==> src/common/adc_seq_map.vh <==
// Constants for the converter sequencing and timing block
`ifndef ADC_SEQ_MAP_VH
`define ADC_SEQ_MAP_VH
// System clock rate in MHz
`define MCLK_MHZ 20
// Power-on hold time and reference settling time in microseconds
`define POR_US 500
`define REF_SETTLE_US 25
// Half-oscillator tick: 20 MHz * 1024 / 10000 = 2.048 MHz
`define HALF_INC 14'h0400
`define HALF_MOD 14'h2710
// Modulator clock toggles every four half ticks (oscillator / 4)
`define MOD_TOGGLE 2'h3
// Start delay of continuous mode, in half ticks (28.5 clocks)
`define START_HALF 17'h00039
// Continuous conversion periods, oscillator clocks
`define CONT_20 16'hC7F8
`define CONT_90 16'h2D0C
`define CONT_330 16'h0C2C
`define CONT_1000 16'h040C
// Single-shot latch-to-ready times, oscillator clocks
`define SING_20 16'hC80D
`define SING_90 16'h2D25
`define SING_330 16'h0C45
`define SING_1000 16'h0425
// Data rate codes
`define DR_20 2'h0
`define DR_90 2'h1
`define DR_330 2'h2
`define DR_1000 2'h3
// Ready output release ahead of an unread result, half ticks
`define DRH_HALF 17'h00010
// Command byte codes
`define CMD_RESET_A 8'h06
`define CMD_RESET_B 8'h07
`define CMD_START 8'h08
`define CMD_SLEEP 8'h02
// Configuration field positions and default
`define CFG_VREF 0
`define CFG_CM 1
`define CFG_DR_LO 2
`define CFG_DR_HI 3
`define CFG_GAIN 4
`define CFG_MUX_LO 5
`define CFG_MUX_HI 7
`define CFG_DEFAULT 8'h00
// Mux code shorting both inputs to mid-supply
`define MUX_SHORT 3'h7
`endif

==> src/verilog/adc_conversion_sequencer.v <==
// Conversion sequencer: reference, oscillator timing, modes, resets
`timescale 1ns/10ps
`include "adc_seq_map.vh"
//
// Behaviour
// Config bit picks internal or external reference
// Internal reference settles within 25 us
// External reference enables reference input buffers
// Modulator clock is oscillator divided by four
// Filter decimation follows selected data rate
// Continuous period 51192 or 11532 clocks
// Continuous period 3116 or 1036 clocks
// Single-shot 51213 or 11557 clocks to ready
// Single-shot 3141 or 1061 clocks to ready
// Continuous start waits extra 28.5 clocks
// Commands latch and time from eighth edge
// Mux option shorts inputs to mid-supply
// Host averages shorted readings, subtracts offset
// Power-on, pin and command reset sources
// Any reset aborts activity at once
// Reset loads defaults, sleeps, awaits start
// Hold reset 500 us after power-up
// Config bit picks single-shot or continuous
// Sleep command lets running conversion finish
// Ready low on result, high once latched
// Host issues start after changing mode
// Command codes 06h and 07h reset
// Start wakes device, mode per config
// One counter times everything, half-tick resolution; power-on hold and reference settling use own clock-rate counters
module adc_conversion_sequencer
#(
   parameter [13:0] POR_CYCLES = `POR_US * `MCLK_MHZ
)
(
   // Clock and power-on reset
   input wire mclk_in,
   input wire arst_n_in,
   // Reset pin, asynchronous to the clock
   input wire reset_pin_n_in,
   // Command byte, pulse on the eighth serial clock falling edge
   input wire cmd_latch_in,
   input wire [7:0] cmd_byte_in,
   // Configuration write from the serial front end
   input wire cfg_write_in,
   input wire [7:0] cfg_data_in,
   // Result taken for transmission
   input wire result_latched_in,
   // Configuration and reference control
   output reg [7:0] cfg_out,
   output wire ref_ext_sel_out,
   output wire ref_buf_en_out,
   output wire ref_ready_out,
   // Mux and gain steering
   output wire [2:0] mux_sel_out,
   output wire offset_short_out,
   output wire gain_sel_out,
   // Modulator and filter control
   output reg modulator_rate_out,
   output wire [1:0] decim_rate_out,
   output reg sample_strobe_out,
   // Status
   output wire sleep_out,
   output wire converting_out,
   output wire comm_ready_out,
   // Result ready, open-drain
   output reg result_ready_n_out,
   output wire result_ready_oe_out
);

localparam [1:0] ST_SLEEP = 2'h0;
localparam [1:0] ST_DELAY = 2'h1;
localparam [1:0] ST_CONV = 2'h2;
localparam [9:0] SETTLE_LOAD = `REF_SETTLE_US * `MCLK_MHZ;

// Conversion length in half ticks for a rate and mode
function [16:0] conv_half;
   input [1:0] rate;
   input single;
   reg [15:0] clocks;
   begin
      clocks = `CONT_20;
      case (rate)
         `DR_20: clocks = single ? `SING_20 : `CONT_20;
         `DR_90: clocks = single ? `SING_90 : `CONT_90;
         `DR_330: clocks = single ? `SING_330 : `CONT_330;
         `DR_1000: clocks = single ? `SING_1000 : `CONT_1000;
         default: clocks = `CONT_20;
      endcase
      conv_half = {clocks, 1'b0};
   end
endfunction

reg pin_s1;
reg pin_s2;
reg [13:0] por_cnt;
reg por_done;
reg [13:0] acc;
reg half_tick;
reg [1:0] mod_div;
reg [1:0] state;
reg [16:0] cnt;
reg pend_sleep;
reg [9:0] settle_cnt;

wire [1:0] rate = cfg_out[`CFG_DR_HI:`CFG_DR_LO];
wire cont_mode = cfg_out[`CFG_CM];
wire cmd_ok = cmd_latch_in & por_done & pin_s2;
wire cmd_reset = cmd_ok & ((cmd_byte_in == `CMD_RESET_A) |
                           (cmd_byte_in == `CMD_RESET_B));
wire cmd_start = cmd_ok & (cmd_byte_in == `CMD_START);
wire cmd_sleep = cmd_ok & (cmd_byte_in == `CMD_SLEEP);
wire cfg_wr = cfg_write_in & por_done & pin_s2;
wire busy = (state != ST_SLEEP);
// Config write during a conversion restarts it
wire restart = cmd_start | (cfg_wr & busy);
wire [14:0] acc_sum = {1'b0, acc} + {1'b0, `HALF_INC};
wire ref_switch_int = cfg_wr & cfg_out[`CFG_VREF] & ~cfg_data_in[`CFG_VREF];

// Any reset source funnels into one synchronous clear
wire soft_rst = ~pin_s2 | cmd_reset | ~por_done;

// Reset pin synchroniser; only the second stage is read
always @(posedge mclk_in or negedge arst_n_in)
begin
   if (!arst_n_in)
   begin
      pin_s1 <= 1'b0;
      pin_s2 <= 1'b0;
   end
   else
   begin
      pin_s1 <= reset_pin_n_in;
      pin_s2 <= pin_s1;
   end
end

// Power-on hold; commands are ignored until it ends
always @(posedge mclk_in or negedge arst_n_in)
begin
   if (!arst_n_in)
   begin
      por_cnt <= 14'h0000;
      por_done <= 1'b0;
   end
   else if (!por_done)
   begin
      if (por_cnt >= POR_CYCLES - 14'h0001)
         por_done <= 1'b1;
      else
         por_cnt <= por_cnt + 14'h0001;
   end
end

// Fractional divider gives half-oscillator ticks at 2.048 MHz.
// Realigned on start so latch-relative times do not jitter.
always @(posedge mclk_in or negedge arst_n_in)
begin
   if (!arst_n_in)
   begin
      acc <= 14'h0000;
      half_tick <= 1'b0;
   end
   else if (soft_rst || (state == ST_SLEEP && !cmd_start))
   begin
      acc <= 14'h0000;
      half_tick <= 1'b0;
   end
   else if (cmd_start)
   begin
      acc <= 14'h0000;
      half_tick <= 1'b0;
   end
   else if (acc_sum >= {1'b0, `HALF_MOD})
   begin
      acc <= acc_sum[13:0] - `HALF_MOD;
      half_tick <= 1'b1;
   end
   else
   begin
      acc <= acc_sum[13:0];
      half_tick <= 1'b0;
   end
end

// Modulator clock: oscillator / 4, stopped in the low-power state
always @(posedge mclk_in or negedge arst_n_in)
begin
   if (!arst_n_in)
   begin
      mod_div <= 2'h0;
      modulator_rate_out <= 1'b0;
   end
   else if (soft_rst || !busy)
   begin
      mod_div <= 2'h0;
      modulator_rate_out <= 1'b0;
   end
   else if (half_tick)
   begin
      mod_div <= mod_div + 2'h1;
      if (mod_div == `MOD_TOGGLE)
         modulator_rate_out <= ~modulator_rate_out;
   end
end

// Reference settling after power-up, wake or switch to internal
always @(posedge mclk_in or negedge arst_n_in)
begin
   if (!arst_n_in)
      settle_cnt <= SETTLE_LOAD;
   else if (soft_rst)
      settle_cnt <= SETTLE_LOAD;
   else if ((cmd_start && !busy) || ref_switch_int)
      settle_cnt <= SETTLE_LOAD;
   else if (settle_cnt != 10'h000)
      settle_cnt <= settle_cnt - 10'h001;
end

// Sequencer: one counter for start delay and conversions
always @(posedge mclk_in or negedge arst_n_in)
begin
   if (!arst_n_in)
   begin
      cfg_out <= `CFG_DEFAULT;
      state <= ST_SLEEP;
      cnt <= 17'h00000;
      pend_sleep <= 1'b0;
      result_ready_n_out <= 1'b1;
      sample_strobe_out <= 1'b0;
   end
   else if (soft_rst)
   begin
      cfg_out <= `CFG_DEFAULT;
      state <= ST_SLEEP;
      cnt <= 17'h00000;
      pend_sleep <= 1'b0;
      result_ready_n_out <= 1'b1;
      sample_strobe_out <= 1'b0;
   end
   else
   begin
      sample_strobe_out <= 1'b0;
      if (cfg_wr)
         cfg_out <= cfg_data_in;
      // Latch for transmission releases ready
      if (result_latched_in)
         result_ready_n_out <= 1'b1;
      if (cmd_sleep && busy)
         pend_sleep <= 1'b1;
      if (restart)
      begin
         // Mode taken at the start, as set before it
         pend_sleep <= 1'b0;
         if (cont_mode)
         begin
            state <= ST_DELAY;
            cnt <= `START_HALF - 17'h00001;
         end
         else
         begin
            state <= ST_CONV;
            cnt <= conv_half(rate, 1'b1) - 17'h00001;
         end
      end
      else if (busy && half_tick)
      begin
         if (cnt != 17'h00000)
         begin
            cnt <= cnt - 17'h00001;
            // Unread result: release ready before next one lands
            if (state == ST_CONV && cont_mode && cnt == `DRH_HALF)
               result_ready_n_out <= 1'b1;
         end
         else if (state == ST_DELAY)
         begin
            state <= ST_CONV;
            cnt <= conv_half(rate, 1'b0) - 17'h00001;
         end
         else
         begin
            // New result; fall wins over a same-cycle latch
            result_ready_n_out <= 1'b0;
            sample_strobe_out <= 1'b1;
            if (cont_mode && !pend_sleep && !cmd_sleep)
               cnt <= conv_half(rate, 1'b0) - 17'h00001;
            else
            begin
               state <= ST_SLEEP;
               pend_sleep <= 1'b0;
            end
         end
      end
   end
end

// Reference selection and buffers
assign ref_ext_sel_out = cfg_out[`CFG_VREF];
assign ref_buf_en_out = cfg_out[`CFG_VREF] & busy;
assign ref_ready_out = busy & (settle_cnt == 10'h000);

// Input steering; offset is measured with inputs shorted
assign mux_sel_out = cfg_out[`CFG_MUX_HI:`CFG_MUX_LO];
assign offset_short_out = (mux_sel_out == `MUX_SHORT);
assign gain_sel_out = cfg_out[`CFG_GAIN];
assign decim_rate_out = rate;

// Status and open-drain drive
assign sleep_out = ~busy;
assign converting_out = (state == ST_CONV);
assign comm_ready_out = por_done & pin_s2;
assign result_ready_oe_out = ~result_ready_n_out;

endmodule // adc_conversion_sequencer

==> config.mk <==
export PLATFORM = sky130hd
export DESIGN_NAME = adc_conversion_sequencer
export DESIGN_NICKNAME = d
export VERILOG_FILES = /design/src/verilog/adc_conversion_sequencer.v
export VERILOG_INCLUDE_DIRS = /design/src /design/src/common
export SDC_FILE = /design/constraint.sdc
export NUM_CORES = 1
export LEC_CHECK = 0
export ABC_CLOCK_PERIOD_IN_PS = 5700
export BUFFER_PORTS_ARGS = -buffer_cell sky130_fd_sc_hd__clkbuf_2
export CORE_AREA = 4 4 119 76
export DETAILED_ROUTE_END_ITERATION = 10
export DIE_AREA = 0 0 123 80
export HOLD_SLACK_MARGIN = 0.15
export PLACE_DENSITY_LB_ADDON = 0.1
export SLEW_MARGIN = 20
export SYNTH_ARGS = -nofsm -noshare
export SYNTH_HDL_FRONTEND = slang
export SYNTH_SLANG_ARGS = --single-unit
==> constraint.sdc <==
create_clock -name mclk_in -period 5.7 [get_ports mclk_in]
set_input_delay 0.285 -clock mclk_in [delete_from_list [all_inputs] [get_ports mclk_in]]
set_output_delay 0.285 -clock mclk_in [all_outputs]
set_load 0.005 [all_outputs]
Word-level counts from Yosys, hierarchy flattened. Cells that the tools add are included.

Bits in registers: 75. Bits of input ports: 22. Logic and storage cells: 162.

$add $sub $neg: 9. Magnitude comparators: 2. Eq/ne operators: 14. Multiplexer cells: 67. Bitwise logic cells: 24. Reductions and logical operators: 31.

Operator list (count): 16-bit two-way mux (14); 16-bit case mux with 4 select lines (2); 17-bit two-way mux (7); 17-bit by 1-bit subtractor with 17-bit output, second input constant (4); 14-bit two-way mux (3); 10-bit two-way mux (3); 1-bit two-way mux (27); 2-bit two-way mux (9); 17-bit by 5-bit equality test with 1-bit output, second input constant (1); 17-bit nonzero test (1); 8-bit by 3-bit equality test with 1-bit output, second input constant (2); 8-bit two-way mux (2); 14-bit by 11-bit adder with 15-bit output, second input constant (1); 15-bit by 14-bit greater-or-equal comparator with 1-bit output, second input constant (1); 14-bit by 1-bit adder with 14-bit output, second input constant (1); 14-bit greater-or-equal comparator, second input constant (1); 14-bit subtractor, second input constant (1); 1-bit bitwise AND (13); 10-bit zero test (1); 10-bit nonzero test (1); 10-bit by 1-bit subtractor with 10-bit output, second input constant (1); 2-bit equality test, second input constant (4); 8-bit by 2-bit equality test with 1-bit output, second input constant (1); 8-bit by 4-bit equality test with 1-bit output, second input constant (1); other kinds (16) (45).

Longest topological paths before layout. Gate-level depths: netlist of the first run.

Word-level depth: 18. Gate-level depth with buffers: 9.

Least setup slack after synthesis of the first run. OpenSTA, ideal clock, no wires.

Kind: reg2reg. Start point: register cnt[0]. End point: register cnt[5]. Data arrival time: 2.316 ns. Required time: 5.574 ns. Setup slack: 3.258 ns. Stages on the path, launching flop included: 9. Clock period less this slack: 2.442 ns. Cell sequence: dfrtp_1 inv_1 ha_1 or4b_2 nor4_4 and2_4 a21oi_4 buf_6 o311a_1.

Cells in the longest elaborated chain, start to end: 5. Elaborated cells on any way between the ends: 8.

RTL lines: from (decl) (RTL line adc_conversion_sequencer.v:101) `reg [16:0] cnt;`; from (signal assigned) (RTL line adc_conversion_sequencer.v:257) `` cnt <= `START_HALF - 17'h00001; ``; from (signal assigned) (RTL line adc_conversion_sequencer.v:262) `cnt <= conv_half(rate, 1'b1) - 17'h00001;`; from (signal assigned) (RTL line adc_conversion_sequencer.v:269) `cnt <= cnt - 17'h00001;`; 17-bit by 1-bit subtractor with 17-bit output or 17-bit nonzero test (tied branches) (RTL line adc_conversion_sequencer.v:269, adc_conversion_sequencer.v:267); 17-bit two-way mux (RTL line adc_conversion_sequencer.v:267) `if (cnt != 17'h00000)`; 17-bit two-way mux (RTL line adc_conversion_sequencer.v:265) `else if (busy && half_tick)`; 17-bit two-way mux (RTL line adc_conversion_sequencer.v:250) `if (restart)`; 17-bit two-way mux (RTL line adc_conversion_sequencer.v:231) `else if (soft_rst)`.

Several ways; a longest one is shown, not always the timed one. The select of a mux whose other input is x is not followed. A chain may end at the register's enable or synchronous reset.

Final worst setup path of the first run.
Start point: register cnt[0]. End point: register cnt[12].

Same word-level chain as after synthesis.

==> results.txt, run 1 <==
The run finished with clean final reports. In this run the post-CTS setup repair buffer count came out at 0. The routed design has 10800 um of wire.

The overall die area is ~9800 sq um. The count of input and output buffers came out at 46. For this configuration, the core starts out at a cell density of 54.6%. The mean post-synth cell area came out at ~9.4 sq um. Counting flops and latches in the post-synthesis netlist gives 71. The synthesized area is 4250 sq um.

The number of antenna diodes in the final layout is 0. In the synthesized netlist the async set-or-reset flop fraction comes to 100%. The placer congestion estimate is 0.927. In this run the most critical hold path is launched from cfg_data_in[7]. For the pin with the worst max-slew slack, the measured transition is 0.967 ns. The via count of the first global-routing pass came out at 3537. The number of resized instances in the post-cts repair step came out at 0. The initial antenna violation count came out at 0. In the finished design, the share of the clock period the worst path needs comes to 48.6%. Setup violations remaining at the end of the flow were counted as 0. The share of cells above drive strength 1 is between 10% and 20%. The row count is 25.

The total count of max-transition violations in the final report came out at 0. The wire length per cell came out at 17.9 um. Dividing the detail-routed via count by the number of cells gives around 6.1.

The number of iterations in the first detailed-routing pass came out at 5. Counting flops with a built-in enable in the synthesized netlist gives 0. The routed layout has 3685 vias. Sequential cells burn between 40% and 50% of the power. The gate count after technology mapping came out at 454. The startpoint identified for the worst register-to-register timing path is cnt[0]. After detailed placement, the total cell area comes to 4480 sq um. Sequential cells were found to cover 42.0% of the synthesized design area. The Yosys warning count is 0.

TritonCTS built the clock tree. The number of hold violations in the final report came out at 0. The number of H-tree levels is 3. In this run the worst hold path is classified as input port to flop. For this design the static power due to leakage is 2.14 nW. The cell-internal power came out at 897 uW. The clock slew at the register clock pins of the worst setup and hold paths is 0.06 ns. The worst setup path startpoint is cnt[0]. The global-route wire length before repair is 18000 um. The final net count is roughly 530. Yosys attributes the largest share of cell area to dfrtp_1 (38%), ha_1 (4.4%), dfstp_2 (4.3%), xnor2_1 (3.5%), nor2_1 (3.4%). Entering global routing, the biggest net connects 72 pins. The total congestion overflow after global routing is 0. The switching component of the power came out at 221 uW. The power share of the clock group came out at 52.8%. The synthesized design spends more area on one cell type than any other, namely dfrtp_1.

The power density normalized to cell area came out at roughly 230 nW/um^2. The worst setup path is captured at a flop. The global-route total usage across every layer is about a quarter.

Derived from the worst setup path, the maximum achievable clock frequency is 0.361 GHz. The area of the placeable core is a little under 8000 sq um. Yosys mapped the design onto 72 distinct sky130hd cell types. The final worst setup slack is 2.93 ns. The count of pins on the block boundary is 47. Once layout is done, the placed cells without fillers occupy 4820 sq um.

Across the VDD grid, the largest voltage drop is between 100 and 150 uV. For this run, the leading register cell type out of synthesis is dfrtp_1. The worst endpoint data arrival time came out at 2.95 ns.

The area growth from synthesis to layout came out at 13.4%. The clock latency of the later-clocked register in the worst-skew pair is 0.33 ns. From left edge to right edge, the die measures 123 um. For this run, design rule violations remaining after detail routing come to 0. The tree is rooted in a clkbuf_16. The clock tree buffer depth is 2.

The clock arrives with ~0.0075 ns of skew. Net switching is 19.8% of the power. The maximum fanout encountered on the critical timing path is 17.

The final antenna-violating net count came out at 0. STA classifies the critical path startpoint as a flop. Clock tree synthesis inserted a total of 9 buffers.

The HPWL after detailed placement came out at 7680 um. The data required time at the worst endpoint is roughly 5.9 ns. The hold buffer count at CTS is 2.

The critical path is of the flop to flop type. Max-cap violations in this run came to 0. The die is 80 um tall.

Hold is met by 0.173 ns. The number of clock sinks seen by CTS is 71. The time the worst path needs with I/O delays and setup is 2.77 ns.

The share of the synthesized area in the top cell type is 37.6%. The worst pin sits at a relative slew slack of between 30% and 40%. The detailed router finished its first iteration with 496 violations. Combinational logic is responsible for 1.9% of the overall power.

The number of nets in the synthesized netlist is 491. At the placement stage, the worst setup path has a slack of 2.85 ns. Setup repair after global routing left no endpoint under its margin. For the final routed database, the setup TNS stands at 0 ns.
[state kept, by name (all words and copies together) (netlist names)]
| register | cells |
|---|---|
| cnt | 17 |
| por_cnt | 14 |
| acc | 10 |
| settle_cnt | 10 |
| cfg_out | 8 |
| mod_div | 2 |
| state | 2 |
| half_tick | 1 |
| modulator_rate_out | 1 |
| pend_sleep | 1 |
| pin_s1 | 1 |
| pin_s2 | 1 |
| por_done | 1 |
| result_ready_n_out | 1 |
| sample_strobe_out | 1 |
[metal layers]
layer | part of all wire, % | track usage (%) | vias to the layer above | wire [um]
met5 | 0 | 0 | - | 0
met2 | 39 | 31.2 | 184 | 4210
met3 | 9.2 | 8.36 | 14 | 988
met1 | 51 | 35.3 | 1755 | 5450
met4 | 0.92 | 5.86 | 0 | 99
li1 | - | - | 1732 | -
[power groups by stage]
| stage | Sequential [mW] | Combinational (mW) | Clock [mW] |
|---|---|---|---|
| finish | 0.506 | 0.0215 | 0.590 |
| global route | 0.505 | 0.0247 | 0.622 |
| CTS | 0.506 | 0.0224 | 0.603 |
| detailed placement | 0.514 | 0.0213 | 0 |
| global placement | 0.514 | 0.0210 | 0 |
| floorplan | 0.514 | 0.00208 | 0 |
[through the flow]
stage	total power, mW	util (%)	cells
floorplan	0.517	-	454
global placement	0.535	57.5	585
detailed placement	0.536	57.5	585
CTS	1.13	61.8	602
global route	1.15	61.9	602
finish	1.12	61.9	602
[area by class of cell]
class                   instances  area (sq um)
fillers                       653          2970
clock inverters                 2          37.5
repair buffers                 48           253
flip-flops and latches         71          1790
multi-input cells             343          2270
inverters                      17          63.8
well taps                     108           135
clock buffers                  13           280
[cell usage after synthesis (3+ instances only)]
master / count
dfrtp_1: 64
nor4b_1: 3
a31oi_1: 3
xor2_1: 10
buf_4: 8
nand3_1: 19
nor2_1: 38
o21ai_0: 16
ha_1: 15
inv_1: 16
o21ai_1: 7
nand4_1: 5
o31ai_1: 3
o41ai_1: 3
nor2b_1: 5
nor3_1: 23
or3_2: 3
and3_1: 6
nor4_1: 13
or4_1: 4
a32o_1: 4
nand2_1: 35
nand2b_1: 7
dfstp_2: 7
o211ai_1: 5
or2_2: 3
and2_1: 4
clkbuf_1: 8
buf_6: 3
mux2i_1: 5
a21o_1: 3
o21a_1: 3
buf_2: 3
xnor2_1: 17
a22o_1: 9
a211oi_1: 6
or3_1: 6
a21oi_1: 20
[kinds of logic (layout without fill, tap and decap cells)]
logic type | count (synthesis) | after routing | share of synthesized area, %
simple gates | 192 | 192 | 24.8
fa+ha+maj | 15 | 15 | 4.41
buf+inv | 40 | 80 | 4.85
xor+xnor | 27 | 27 | 5.56
compound gates | 103 | 103 | 17.0
flops | 71 | 71 | 42.0
mux | 6 | 6 | 1.44
[final timing paths]
path | slack (ns) | end | cells past startpoint
max | 2.93 | cnt[12] | 8
min | 0.17 | cfg_out[7] | 2
max reg2reg | 2.93 | cnt[12] | 8
min reg2reg | 0.35 | pin_s2 | 0
max in group asynchronous | 4.48 | half_tick | 2
min in group asynchronous | 0.63 | cnt[1] | 2
[placed cells by master, fill, tap and decap left out, types with 4 or more instances in the layout]
cell	count
nor2b_1	5
a211oi_1	6
and3_1	6
xor2_1	10
or4_1	4
nor3_1	23
nor4_1	12
clkbuf_16	9
or3_1	6
nand2_1	35
inv_1	16
a21oi_1	20
clkbuf_2	45
xnor2_1	17
dfrtp_1	64
o21ai_0	16
mux2i_1	5
clkbuf_8	4
ha_1	15
nand3_1	19
o21ai_1	7
o211ai_1	5
a32o_1	4
nand4_1	5
and2_1	4
nand2b_1	7
nor2_1	38
a22o_1	9
dfstp_2	7
[critical path: stages, from the launching register on]
cell      delay (ns)
dfrtp_1         0.42
inv_1           0.11
ha_1            0.15
or4b_2          0.70
nor4_4          0.44
and2_4          0.27
a21oi_4         0.14
o311ai_0        0.32
a21oi_1         0.07
(Power assumes the default switching activity.)
==> inputs of run 2 (changes only) <==
- ABC_CLOCK_PERIOD_IN_PS: 5700 -> 2700
- clock period: 5.7 -> 2.7 ns (I/O delays scaled with it)
==> run 2 against run 1 <==
  * Worst hold slack improved by 0.12 ns
  * Sequential cell count unchanged
  * Via count increased by 1.1%
  * Fmax grew 6.5%
  * Clock power is 97% higher
  * Critical path depth up 1
  * Register-to-register slack worse by 2.8 ns
  * Core utilization rose by 2.1 points
  * Critical path type unchanged
  * Largest power group unchanged
==> results.txt, run 2 (same netlist as run 1, synthesis figures left out) <==
The commonest non-fill, non-tap cell in the layout is dfrtp_1 (unchanged). The peak supply drop is 351 uV (was 137 uV). The effective utilization at floorplan is 54.6% (unchanged). The number of H-tree levels came out at 3 (unchanged). The total via count in the routed design came out at 3726 (was 3685). The fraction of power spent switching nets came out at 21.1% (was 19.8%).

The final antenna-violating net count was 0 (unchanged). The count of input and output buffers came to 46 (unchanged). The total congestion overflow after global routing came out at 0 (unchanged). The number of cell instances on the worst register-to-register path is 9 (was 8). The startpoint-to-endpoint class of the critical path is flop to flop (unchanged). The slew of the pin with the lowest slew margin came out at 0.909 ns (was 0.967 ns). The overall die area is 9840 sq um (unchanged). The TritonCTS clock tree was built (unchanged). The share of cells above drive strength 1 is 20.1% (was 18.2%). The global-route total usage across every layer came out at 23.4% (about the same). The pin count of the biggest net entering global routing came to 72 (unchanged). The combinational cell fraction of total power came to 2.4% (was 1.9%).

The startpoint type of the worst setup path is a flop (unchanged). The maximum clock frequency came out at 0.384 GHz (was 0.361 GHz). The cell-internal power came to 1.80 mW (was 897 uW). The data required time at the worst endpoint was 2.92 ns (was 5.88 ns).

The number of cells on the worst hold path came out at 4 (was 2). The final routed wirelength across all metal layers came out at 10700 um (was 10800 um). The number of inserted diodes is 0 (unchanged).

The placer congestion estimate came out at 0.964 (was 0.927). The row count came to 25 (unchanged). The area of all placed cells without fillers came out at 4980 sq um (was 4820 sq um). The path category of the worst min-delay check was input port to flop (unchanged).

The total count of max-transition violations in the final report is 0 (unchanged). The final net count came out at 550 (was 527). The post-detailed-route DRC marker count came to 0 (unchanged). The final setup violation count came out at 0 (unchanged).

The flip-flop count of the largest register, all copies and words added came to 17 (unchanged). The placement-stage cell area came to 4580 sq um (was 4480 sq um). The number of hold violations in the final report came out at 0 (unchanged). Largest registers in the final layout: cnt x17, por_cnt x14 (unchanged). The endpoint kind of the worst setup timing path is a flop (unchanged). The initial antenna violation count is 0 (unchanged). The global-route wire length before repair is 18000 um (about the same). The normalized max-slew margin is 39.4% (was 35.6%). Status: completed (unchanged). The leakage dissipation came to 2.24 nW (was 2.14 nW). The area growth from synthesis to layout came out at 17.1% (was 13.4%). The clock latency of the later-clocked register in the worst-skew pair is 0.33 ns (about the same). The count of pins on the block boundary is 47 (unchanged).

The wire length per cell is 17.0 um (was 17.9 um). The area of the placeable core is 7790 sq um (unchanged). The switching component of the power came out at 481 uW (was 221 uW). Most frequent cells in the layout: dfrtp_1 (64), clkbuf_2 (45), nor2_1 (38) (unchanged).

The register name with the most flops was cnt (unchanged). The power density normalized to cell area is 457 nW/um^2 (was 232 nW/um^2). The number of buffers created by CTS is 9 (unchanged).

The number of iterations in the first detailed-routing pass is 5 (unchanged). The sequential share of power came to 46.8% (was 45.3%). The launch point of the worst reg-to-reg path is cnt[0] (unchanged). Setup repair after global routing missed its margin: false (unchanged).

The setup slack of the most critical reg-to-reg path is 0.1 ns (was 2.93 ns). The per-cell via count in the routed design is 5.95 (was 6.12). The clock tree buffer depth came out at 2 (unchanged).

The beginning of the worst hold path is cfg_write_in (was cfg_data_in[7]). The end point of the worst hold path is result_ready_n_out (was cfg_out[7]). The time the worst path needs with I/O delays and setup is 2.60 ns (was 2.77 ns). The power share of the clock group was 50.7% (was 52.8%). The root cell of the clock tree was clkbuf_16 (unchanged). The count of max-cap constraint violations came out at 0 (unchanged).

The clock slew at the register clock pins of the worst setup and hold paths came out at 0.06 ns (about the same). The worst endpoint data arrival time came to 2.82 ns (was 2.95 ns). The first-iteration detailed-routing DRC count came out at 328 (was 496).

The final setup TNS came to 0 ns (unchanged). The worst setup skew after layout came out at 0.00276 ns (was 0.00755 ns). The capturing point of the worst reg2reg path is cnt[16] (was cnt[12]).

The total design power came out at 2.28 mW (was 1.12 mW). The maximum fanout encountered on the critical timing path is 5 (was 17). The HPWL after detailed placement is 7700 um (was 7680 um). The portion of the clock cycle consumed by the worst path in the final layout came out at 96.4% (was 48.6%).

The die span in x was 123 um (unchanged). The height of the chip is 80 um (unchanged). The via count of the first global-routing pass is 3597 (was 3537). The number of clock sinks seen by CTS was 71 (unchanged).
## run 2: power by group through the flow
| stage | logic [mW] | registers [mW] | clock network, mW |
|---|---|---|---|
| after global placement | 0.0438 | 1.09 | 0 |
| after floorplan | 0.00439 | 1.09 | 0 |
| after detailed placement | 0.0452 | 1.09 | 0 |
| after global routing | 0.0633 | 1.07 | 1.22 |
| after CTS | 0.0573 | 1.07 | 1.17 |
| final | 0.0554 | 1.07 | 1.16 |
## run 2: metal layers
metal | vias up | GRT usage (%) | wire length, um
met5 | - | 0 | 0
met4 | 0 | 5.97 | 87
met3 | 8 | 6.87 | 938
met2 | 156 | 32.9 | 4420
met1 | 1774 | 34.9 | 5220
li1 | 1788 | - | -
## run 2: layout make-up
class / instances / area, sq um
Fill cell: 646 / 2810
Multi-Input combinational cell: 343 / 2260
Sequential cell: 71 / 1790
Timing Repair Buffer: 71 / 448
Clock buffer: 9 / 225
Tap cell: 108 / 135
Clock inverter: 7 / 63.8
Inverter: 17 / 63.8
## run 2: worst max-delay path: stages (launching register included)
cell and delay (ns):
dfrtp_1 0.42, inv_1 0.10, ha_1 0.15, or4b_2 0.71, nor4_4 0.29, buf_4 0.20, nand2_1 0.08, nand2_1 0.20
o41ai_1 0.12, a32o_1 0.22
## run 2: stage by stage
step	util (%)	cells	worst slack, ns	hold WS [ns]
2_1_floorplan	-	454	0.258	-0.161
3_3_place_gp	58.9	599	0.235	0.243
3_5_place_dp	58.9	599	0.0830	0.245
4_1_cts	64.0	626	0.0835	0.266
5_1_grt	64.0	626	0.00598	0.288
6_report	64.0	626	0.0983	0.294
## run 2: worst max-delay path by stage
stage / start / endpoint / slack (ns)
after global routing: cnt[0] / cnt[16] / 0.006
final: cnt[0] / cnt[16] / 0.1
after detailed placement: cnt[0] / cnt[12] / 0.08
after global placement: cnt[0] / cnt[8] / 0.23
after CTS: cnt[0] / cnt[12] / 0.08
after floorplan: cnt[0] / cnt[5] / 0.26
## run 2: what timing repair did
| action | CTS | global route |
|---|---|---|
| hold buffers | 11 | 0 |
| gates resized for setup | 0 | 2 |
| setup buffers | 0 | 0 |
| endpoints found under the setup margin | 0 | 2 |
| hold endpoints to repair | 74 | 0 |
